### config.mk
export PLATFORM = sky130hd
export DESIGN_NAME = sdpp_port
export DESIGN_NICKNAME = d
export VERILOG_FILES = /design/src/design/sdpp_port.v
export VERILOG_INCLUDE_DIRS = /design/src /design/src/design
export SDC_FILE = /design/constraint.sdc
export NUM_CORES = 1
export LEC_CHECK = 0
export BUFFER_PORTS_ARGS = -buffer_cell sky130_fd_sc_hd__clkbuf_2
export CELL_PAD_IN_SITES_DETAIL_PLACEMENT = 1
export CELL_PAD_IN_SITES_GLOBAL_PLACEMENT = 2
export CORE_ASPECT_RATIO = 1.1
export CORE_MARGIN = 5
export CORE_UTILIZATION = 33
export DETAILED_ROUTE_END_ITERATION = 8
export PLACE_DENSITY = 0.82
export SLEW_MARGIN = 5
export SYNTH_ARGS = -nofsm -noshare
export SYNTH_HDL_FRONTEND = slang
export SYNTH_SLANG_ARGS = --single-unit
### constraint.sdc
create_clock -name mclk -period 4.15 [get_ports mclk]
set_input_delay 0.83 -clock mclk [delete_from_list [all_inputs] [get_ports mclk]]
set_output_delay 0.83 -clock mclk [all_outputs]
set_load 0.02 [all_outputs]
### src/design/sdpp_consts.vh
`ifndef SDPP_CONSTS_VH
`define SDPP_CONSTS_VH

// ****************************************************************
// Timing
// ****************************************************************
`define SDPP_MCLK_PERIOD_NS   10
`define SDPP_MEM_CLK_PERIOD_NS 160
`define SDPP_HALF_CYCLES \
	((`SDPP_MEM_CLK_PERIOD_NS / `SDPP_MCLK_PERIOD_NS) / 2)

// ****************************************************************
// Widths
// ****************************************************************
`define SDPP_ADDR_W  13
`define SDPP_DATA_W  32
`define SDPP_BANK_W  2
`define SDPP_CS_W    2
`define SDPP_MASK_W  4

// ****************************************************************
// Post-reset pin levels
// ****************************************************************
`define SDPP_ADDR_IDLE   13'h0000
`define SDPP_DQ_IDLE     32'hffffffff
`define SDPP_BANK_IDLE   2'h0
`define SDPP_CS_IDLE     2'h3
`define SDPP_STROBE_IDLE 3'h7
`define SDPP_CKE_IDLE    1'h1
`define SDPP_MASK_IDLE   4'h0

// ****************************************************************
// Buffer entry layout
// ****************************************************************
`define SDPP_E_DATA_LO   0
`define SDPP_E_MASK_LO   32
`define SDPP_E_ADDR_LO   36
`define SDPP_E_BANK_LO   49
`define SDPP_E_CKE       51
`define SDPP_E_STB_LO    52
`define SDPP_E_CS_LO     55
`define SDPP_E_DRIVE     57
`define SDPP_E_CAPTURE   58
`define SDPP_E_W         59

`endif

### src/design/sdpp_port.v
`include "sdpp_consts.vh"
`default_nettype none

// Operation
// - Power reset is cold reset low; system reset is cold high, warm low.
// - Post-reset state only with cold high, warm high and lock high.
// - During power or system reset every port output is disabled.
// - Address drives command location; rests all low after reset.
// - Data bus is two-way; device holds it high after reset.
// - Outputs launch on rising memory clock edge; clock rests low.
// - Bank select names the command's bank; rests low after reset.
// - Row, column, write strobes with chip select encode commands; rest high.
// - Active-low chip selects enable each SDRAM decoder; rest high.
// - Clock enable high activates SDRAM clock; rests high after reset.
// - Byte mask selects data bytes; rests all low after reset.
// - Names ending in _l are asserted at logic 0.
module sdpp_port #(
	parameter DEPTH  = 2,
	parameter HALF   = `SDPP_HALF_CYCLES
) (
	// Clock and reset
	input  wire                      mclk,
	input  wire                      reset_n,
	// Reset pins and lock
	input  wire                      cold_reset_l,
	input  wire                      warm_reset_l,
	input  wire                      pll_lock,
	// Command stream from the memory logic
	input  wire                      cmd_valid,
	output wire                      cmd_ready,
	input  wire [`SDPP_CS_W-1:0]     cmd_chip_sel_l,
	input  wire                      cmd_row_strobe_l,
	input  wire                      cmd_col_strobe_l,
	input  wire                      cmd_write_strobe_l,
	input  wire                      cmd_clk_en,
	input  wire [`SDPP_BANK_W-1:0]   cmd_bank,
	input  wire [`SDPP_ADDR_W-1:0]   cmd_addr,
	input  wire [`SDPP_MASK_W-1:0]   cmd_mask,
	input  wire [`SDPP_DATA_W-1:0]   cmd_wdata,
	input  wire                      cmd_drive_dq,
	input  wire                      cmd_capture,
	// Read data back to the memory logic
	output reg                       rd_valid_reg,
	output reg  [`SDPP_DATA_W-1:0]   rd_data_reg,
	// Port status
	output reg                       port_live_reg,
	// SDRAM pins
	output reg                       mem_clk_out_reg,
	output reg  [`SDPP_ADDR_W-1:0]   mem_row_col_addr_reg,
	output reg  [`SDPP_BANK_W-1:0]   mem_bank_sel_reg,
	output reg                       mem_row_strobe_l_reg,
	output reg                       mem_col_strobe_l_reg,
	output reg                       mem_write_strobe_l_reg,
	output reg  [`SDPP_CS_W-1:0]     mem_chip_sel_l_reg,
	output reg                       mem_clk_en_reg,
	output reg  [`SDPP_MASK_W-1:0]   mem_byte_mask_reg,
	output wire                      mem_ctl_oe,
	input  wire [`SDPP_DATA_W-1:0]   mem_dq_in,
	output reg  [`SDPP_DATA_W-1:0]   mem_dq_out_reg,
	output wire                      mem_dq_oe
);

	// ****************************************************************
	// Pin synchronisers
	// ****************************************************************
	reg  [2:0]                 rst_meta_reg;
	reg  [2:0]                 rst_sync_reg;
	reg  [`SDPP_DATA_W-1:0]    dq_meta_reg;
	reg  [`SDPP_DATA_W-1:0]    dq_sync_reg;

	always @(posedge mclk) begin
		if (!reset_n) begin
			rst_meta_reg <= 3'h0;
			rst_sync_reg <= 3'h0;
			dq_meta_reg  <= 32'h00000000;
			dq_sync_reg  <= 32'h00000000;
		end else begin
			rst_meta_reg <= {pll_lock, warm_reset_l, cold_reset_l};
			rst_sync_reg <= rst_meta_reg;
			dq_meta_reg  <= mem_dq_in;
			dq_sync_reg  <= dq_meta_reg;
		end
	end

	// ****************************************************************
	// Reset condition decode
	// ****************************************************************
	wire power_rst = !rst_sync_reg[0];
	wire sys_rst   = rst_sync_reg[0] && !rst_sync_reg[1];
	// The lock term keeps the port dark while the clock synthesiser
	// settles, even though neither reset is held any more.
	wire live_next = !power_rst && !sys_rst
			&& rst_sync_reg[2];

	always @(posedge mclk) begin
		if (!reset_n)
			port_live_reg <= 1'b0;
		else
			port_live_reg <= live_next;
	end

	assign mem_ctl_oe = port_live_reg;

	// ****************************************************************
	// Memory clock divider
	// ****************************************************************
	reg  [7:0] div_cnt_reg;
	wire       div_wrap = (div_cnt_reg == HALF - 1);
	wire       rise     = port_live_reg && div_wrap
			&& !mem_clk_out_reg;

	always @(posedge mclk) begin
		if (!reset_n || !port_live_reg) begin
			div_cnt_reg     <= 8'h00;
			mem_clk_out_reg <= 1'b0;
		end else if (div_wrap) begin
			div_cnt_reg     <= 8'h00;
			mem_clk_out_reg <= !mem_clk_out_reg;
		end else begin
			div_cnt_reg     <= div_cnt_reg + 8'h01;
		end
	end

	// ****************************************************************
	// Two-entry command buffer
	// ****************************************************************
	reg  [`SDPP_E_W-1:0] buf_mem [0:DEPTH-1];
	reg  [0:0]           wr_ptr_reg;
	reg  [0:0]           rd_ptr_reg;
	reg  [1:0]           count_reg;
	wire                 buf_full  = (count_reg == DEPTH);
	wire                 buf_empty = (count_reg == 2'h0);
	// Nothing is accepted until the port is live, so no command can
	// reach the pins before the post-reset state is reached.
	assign cmd_ready = port_live_reg && !buf_full;
	wire push = cmd_valid && cmd_ready;
	wire pop  = rise && !buf_empty;
	wire [`SDPP_E_W-1:0] push_word = {cmd_capture, cmd_drive_dq,
			cmd_chip_sel_l, cmd_row_strobe_l, cmd_col_strobe_l,
			cmd_write_strobe_l, cmd_clk_en, cmd_bank, cmd_addr,
			cmd_mask, cmd_wdata};
	wire [`SDPP_E_W-1:0] head = buf_mem[rd_ptr_reg];

	always @(posedge mclk) begin
		if (push)
			buf_mem[wr_ptr_reg] <= push_word;
	end

	always @(posedge mclk) begin
		if (!reset_n || !port_live_reg) begin
			wr_ptr_reg <= 1'b0;
			rd_ptr_reg <= 1'b0;
			count_reg  <= 2'h0;
		end else begin
			if (push)
				wr_ptr_reg <= wr_ptr_reg + 1'b1;
			if (pop)
				rd_ptr_reg <= rd_ptr_reg + 1'b1;
			if (push && !pop)
				count_reg <= count_reg + 2'h1;
			else if (pop && !push)
				count_reg <= count_reg - 2'h1;
		end
	end

	// ****************************************************************
	// Pin launch on the rising memory clock edge
	// ****************************************************************
	reg dq_drive_reg;
	assign mem_dq_oe = port_live_reg && dq_drive_reg;

	always @(posedge mclk) begin
		if (!reset_n || !port_live_reg) begin
			mem_row_col_addr_reg   <= `SDPP_ADDR_IDLE;
			mem_dq_out_reg         <= `SDPP_DQ_IDLE;
			dq_drive_reg           <= 1'b1;
			mem_bank_sel_reg       <= `SDPP_BANK_IDLE;
			{mem_row_strobe_l_reg, mem_col_strobe_l_reg,
				mem_write_strobe_l_reg} <= `SDPP_STROBE_IDLE;
			mem_chip_sel_l_reg     <= `SDPP_CS_IDLE;
			mem_clk_en_reg         <= `SDPP_CKE_IDLE;
			mem_byte_mask_reg      <= `SDPP_MASK_IDLE;
		end else if (pop) begin
			mem_row_col_addr_reg <= head[`SDPP_E_ADDR_LO +:
					`SDPP_ADDR_W];
			mem_bank_sel_reg     <= head[`SDPP_E_BANK_LO +:
					`SDPP_BANK_W];
			{mem_row_strobe_l_reg, mem_col_strobe_l_reg,
				mem_write_strobe_l_reg} <=
					head[`SDPP_E_STB_LO +: 3];
			mem_chip_sel_l_reg   <= head[`SDPP_E_CS_LO +:
					`SDPP_CS_W];
			mem_clk_en_reg       <= head[`SDPP_E_CKE];
			mem_byte_mask_reg    <= head[`SDPP_E_MASK_LO +:
					`SDPP_MASK_W];
			mem_dq_out_reg       <= head[`SDPP_E_DATA_LO +:
					`SDPP_DATA_W];
			dq_drive_reg         <= head[`SDPP_E_DRIVE];
		end else if (rise) begin
			// An empty slot is a deselect: both chips ignore the strobes.
			mem_chip_sel_l_reg   <= `SDPP_CS_IDLE;
			{mem_row_strobe_l_reg, mem_col_strobe_l_reg,
				mem_write_strobe_l_reg} <= `SDPP_STROBE_IDLE;
			mem_dq_out_reg       <= `SDPP_DQ_IDLE;
			dq_drive_reg         <= 1'b1;
		end
	end

	// ****************************************************************
	// Read capture
	// ****************************************************************
	// The SDRAM holds its word a whole memory clock, so the two-flop
	// delay of the synchroniser costs nothing at this clock ratio.
	always @(posedge mclk) begin
		if (!reset_n || !port_live_reg) begin
			rd_valid_reg <= 1'b0;
			rd_data_reg  <= 32'h00000000;
		end else begin
			rd_valid_reg <= pop && head[`SDPP_E_CAPTURE];
			if (pop && head[`SDPP_E_CAPTURE])
				rd_data_reg <= dq_sync_reg;
		end
	end

endmodule

`default_nettype wire

### Yosys cells after proc, flatten, opt, wreduce, memory -nomap -nowiden

Memories as Yosys holds them, arrays and structs flattened. A register that Yosys moved wholly into a read port is not among the register bits.
Index checks and enable logic that the tools add are counted.

* $add $sub $neg: 5
* reductions and logical operators: 26
* multiplexer cells: 15
* eq/ne operators: 2

Operators by type and width (number)
* 2-to-1 mux 32 bit: 2
* logical AND 1 bit: 12
* zero test 1 bit: 9
* 2-to-1 mux 1 bit: 9
* adder 8 x 1 -> 8 bit, second input constant: 1
* == test 8 x 3 -> 1 bit, second input constant: 1
* 2-to-1 mux 2 bit: 4
* nonzero test 2 bit: 2
* adder 1 bit, second input constant: 2
* adder 2 x 1 -> 2 bit, second input constant: 1
* == test 2 bit, second input constant: 1
* zero test 2 bit: 1
* OR reduction 2 bit: 1
* subtractor 2 x 1 -> 2 bit, second input constant: 1
* logical OR 1 bit: 1

* word-level logic and storage cells: 71
* memory bits (writable): 118
* bits of input ports: 97
* memories kept: 1
* register bits: 175

Memories
* buf_mem: depth 2, width 59, rd ports 1, clocked after Yosys merged registers in 1, wr ports 1, RTL line sdpp_port.v:127 `` reg [`SDPP_E_W-1:0] buf_mem [0:DEPTH-1]; ``

### Longest topological paths before layout

* word-level depth: 8
* mapped depth: 9
* depth with buffers taken out: 8

### Least setup slack after synthesis

OpenSTA, ideal clock, no wires.

* path kind: in2reg
* from: input port cmd_valid
* to: memory buf_mem[0][0] in the netlist's numbering (enable)
* cell stages on the path: 2
* slack: 188 ps
* arrival time: 3486 ps
* data required time: 3674 ps
* setup time: 476 ps
* cell sequence: o211ai_1 nor2_1

* word-level cells in the longest chain between the ends: 3

RTL lines
* start: declaration: RTL line sdpp_port.v:29 `input wire cmd_valid,`
* logical AND 1 bit: RTL line sdpp_port.v:136 `wire push = cmd_valid && cmd_ready;`
* 2-to-1 mux 1 bit: RTL line sdpp_port.v:145 `if (push)`
* 2-to-1 mux 1 bit (not written as such): RTL line sdpp_port.v:146 `buf_mem[wr_ptr_reg] <= push_word;`
* end: declaration: RTL line sdpp_port.v:127

Every way passes these cells.

### Worst setup path in the final report

* from: register count_reg[0]
* to: register count_reg[1]

* word-level cells in the longest chain between the ends: 7
* elaborated cells on any way between the ends: 16
* those cells by class: add/sub (2); eq/ne (1); mux (2); reduce/logical (11)

RTL lines
* start: declaration: RTL line sdpp_port.v:130 `reg [1:0] count_reg;`
* start signal: assignment: RTL line sdpp_port.v:160 `count_reg <= count_reg + 2'h1;`
* start signal: assignment: RTL line sdpp_port.v:162 `count_reg <= count_reg - 2'h1;`
* == test 2 bit: RTL line sdpp_port.v:131 `wire buf_full = (count_reg == DEPTH);`
* zero test 1 bit: RTL line sdpp_port.v:135 `assign cmd_ready = port_live_reg && !buf_full;`
* logical AND 1 bit: RTL line sdpp_port.v:135
* logical AND 1 bit: RTL line sdpp_port.v:136
* zero test 1 bit: RTL line sdpp_port.v:161 `else if (pop && !push)`
* logical AND 1 bit: RTL line sdpp_port.v:161
* nonzero test 2 bit (no source line)

Parallel ways exist; a longest one is shown, timed or not. The select of a mux whose other input is x is not followed.
A chain may end at the register's enable or synchronous reset.

==> metrics <==
post-route ant nets 0; proportion of register bits with asynchronous set or reset after synthesis 0%; final setup violation count 0; die height roughly 190 um; clock slew seen by the registers of the worst setup and hold paths roughly 0.06 ns; final critical-path setup slack 1.55 ns; final routed DRC violation total 0; Top delay family on crit path simple AND/OR/NAND/NOR gates; Max stage delay cell, worst path sky130_fd_sc_hd__inv_2; Startpoint Class register; vias in the first global route approximately 6900; number of flip-flops in the largest register 118; vias per inst 4.76; Max FO, Critical Path 39; Post-Route Setup TNS 0 ns; critical path's largest stage delay approximately 0.42 ns; number of placement rows 66; worst-case clock skew approximately 0.019 ns; r2r endpoint count_reg[1]; die width ~180 um; antenna violations before repair 2; number of optimization iterations in the first detailed-route pass 4; dominant cells by area after synthesis sky130_fd_sc_hd__edfxtp_1, sky130_fd_sc_hd__dfxtp_1, sky130_fd_sc_hd__mux2i_1; Synthesized Nets around 850; source of the worst hold timing path dq_meta_reg[20]; worst endpoint required time around 4.6 ns; register with the most flip-flops buf_mem; growth of design area from synthesis to finish 23.2%; Final Total Pwr slightly below 6 mW; gp weighted congestion 0.693; sequential area share after synthesis around 71%; result of the run finished, final reports clean; via count of the routed design about 6300; beginning of the worst register-to-register path count_reg[0]; number of enable-type register cells in the synthesized netlist approximately 120; layout cell share with drive strength beyond 1 between 20% and 30%; cell count after synthesis 750; Synth area leader sky130_fd_sc_hd__edfxtp_1; number of placed instances with taps included ~1300; starting density of the core 33.5%; per-cell routed wire length roughly 17 um; RSZ-0062 raised after global routing no; post-synth top area share approximately 36%; final non-filler cell total around 1300; number of cell instances on the worst register-to-register path 7; largest net degree at the start of global routing 100; leakage power summed over all cells around 4.4 nW; total placed instance area 11200 um2; detailed placement HPWL about 15000 um; final number of hold-violating endpoints 0; initial DRC count 257; Die Outline Area roughly 34000 um2; final wirelength approximately 23000 um; global-route usage over all layers between 10% and 20%; Most used DFF post-synth sky130_fd_sc_hd__dfxtp_1; post-route cell area 12300 um2; worst min-delay path category reg2reg; mean instance size in the synthesized netlist ~13 um2; final slew viol count 0; total clock buffers created by CTS 31; Max transition margin between 20 and 25%; H-tree levels 1; total number of yosys warnings 0; total power density per cell area around 480 nW/um2; total I/O pin count 192; Crit Path Category reg2reg; category of the worst setup path capture point register; crit path DAT just over 3 ns; clock buffer depth 3; sinks on the clock net about 300; number of nets at the end of the flow 1025; final period demand of the worst path about 2.6 ns; synthesized flop and latch total 294; fmax ~0.39 GHz; number of resized instances in the post-cts repair step 0; CP Depth 7; worst setup slack for register-to-register paths roughly 1.6 ns; total of fill cells in the finished design about 3200; overflow left after global routing 0; Worst-Skew Late Latency about 0.55 ns; count of distinct cell types in the synthesized netlist 35; end point of the worst hold path dq_sync_reg[20]; hold_buf cts 0; Cell Chain, Critical Path or2_2 -> buf_4 -> and4_2 -> inv_2 -> ha_1 -> or3_1 -> a21oi_1; CTS tree yes; core outline area between 20000 and 30000 um2; root buffer cell sky130_fd_sc_hd__clkbuf_16; worst-margin pin slew roughly 1.2 ns; WP buf/inv 2; synthesized cell area 9940 um2; peak ir drop on the vdd network about 0.00027 V; setup slack after placement 1.51 ns; number of max-cap violations 0; hold path depth 1; Buffers on Ports ~190; number of buffers inserted by post-CTS setup repair 0; period utilization between 60% and 70%; first-pass GRT wire length roughly 37000 um
-- worst reg2reg max path, cell delays in order (launching register included) --
cell and delay, ns:
sky130_fd_sc_hd__dfxtp_1 0.36, sky130_fd_sc_hd__or2_2 0.28, sky130_fd_sc_hd__buf_4 0.28, sky130_fd_sc_hd__and4_2 0.30, sky130_fd_sc_hd__inv_2 0.42, sky130_fd_sc_hd__ha_1 0.36
sky130_fd_sc_hd__or3_1 0.36, sky130_fd_sc_hd__a21oi_1 0.14
-- Yosys cell counts (2+ instances only) --
cell type                    n
sky130_fd_sc_hd__buf_1       2
sky130_fd_sc_hd__inv_1       3
sky130_fd_sc_hd__ha_1        2
sky130_fd_sc_hd__xnor2_1     5
sky130_fd_sc_hd__a21oi_1    72
sky130_fd_sc_hd__nand2_1     6
sky130_fd_sc_hd__buf_2      17
sky130_fd_sc_hd__edfxtp_1  118
sky130_fd_sc_hd__mux2i_1    59
sky130_fd_sc_hd__nand3_1    36
sky130_fd_sc_hd__o21ai_0    16
sky130_fd_sc_hd__and3_1      2
sky130_fd_sc_hd__buf_6       2
sky130_fd_sc_hd__and2_1     72
sky130_fd_sc_hd__nor3_1      4
sky130_fd_sc_hd__clkbuf_1   29
sky130_fd_sc_hd__a211oi_1   19
sky130_fd_sc_hd__a211o_1    38
sky130_fd_sc_hd__nor2_1     33
sky130_fd_sc_hd__dfxtp_1   176
sky130_fd_sc_hd__and4_1      2
sky130_fd_sc_hd__xor2_1      5
sky130_fd_sc_hd__buf_4       4
sky130_fd_sc_hd__o21ai_1    17
-- routing by layer --
| metal | vias to the layer above | global-route usage, % | wire [um] |
|---|---|---|---|
| li1 | 3050 | - | - |
| met1 | 3060 | 16.5 | 9950 |
| met2 | 166 | 23.7 | 11200 |
| met3 | 39 | 3.07 | 1320 |
| met4 | 2 | 3.51 | 516 |
| met5 | - | 0 | 13 |
-- layout by cell type, fill, tap and decap left out, drive strengths merged, types with 4 or more instances in the layout --
master / n
nor2: 33
xor2: 5
and2: 72
dfxtp: 176
inv: 6
a211oi: 19
xnor2: 5
edfxtp: 118
o21ai: 33
a21oi: 72
buf: 7
mux2i: 59
clkbuf: 243
clkinv: 4
nand3: 36
nand2: 6
nor3: 4
a211o: 38
-- through the flow --
| stage | util, % | hold slack (ns) |
|---|---|---|
| 5_1_grt | 41.3 | 0.442 |
| 6_report | 41.3 | 0.428 |
| 2_1_floorplan | - | 0.412 |
| 3_3_place_gp | 37.9 | 0.416 |
| 4_1_cts | 41.3 | 0.430 |
| 3_5_place_dp | 37.9 | 0.420 |
-- where the power goes --
group | internal, mW | total, mW | switching (mW)
Sequential | 3.03 | 3.04 | 0.00716
Combinational | 0.0476 | 0.0860 | 0.0384
Clock | 1.61 | 2.70 | 1.09
-- cell families (layout without fill, tap and decap cells) --
family	after synthesis	after routing	synth area share [%]
flops	294	294	71.1
compound gates	165	165	10.3
simple gates	160	160	8.72
mux	60	60	6.05
buf+inv	59	260	2.76
xor+xnor	10	10	0.881
fa+ha+maj	2	2	0.252
other cells	0	1	0
-- worst max-delay path by stage --
| stage | start | to | slack, ns |
|---|---|---|---|
| floorplan | cmd_valid | buf_mem[0][0] | 0.19 |
| global placement | count_reg[0] | count_reg[1] | 1.56 |
| detailed placement | count_reg[0] | count_reg[1] | 1.51 |
| CTS | count_reg[0] | count_reg[1] | 1.49 |
| global route | count_reg[0] | count_reg[1] | 1.39 |
| finish | count_reg[0] | count_reg[1] | 1.55 |
-- area by class of cell --
type	instances	area, um2	area share (%)
sequential	294	7070	57.7
multi-input combinational	397	2640	21.6
timing repair buffer	198	1030	8.44
clock buffer	52	980	8.00
tap	374	468	3.82
clock inverter	6	41.3	0.337
inverter	4	15.0	0.123
antenna	1	2.50	0.0204
No activity file was read; power rests on OpenSTA's default activity.
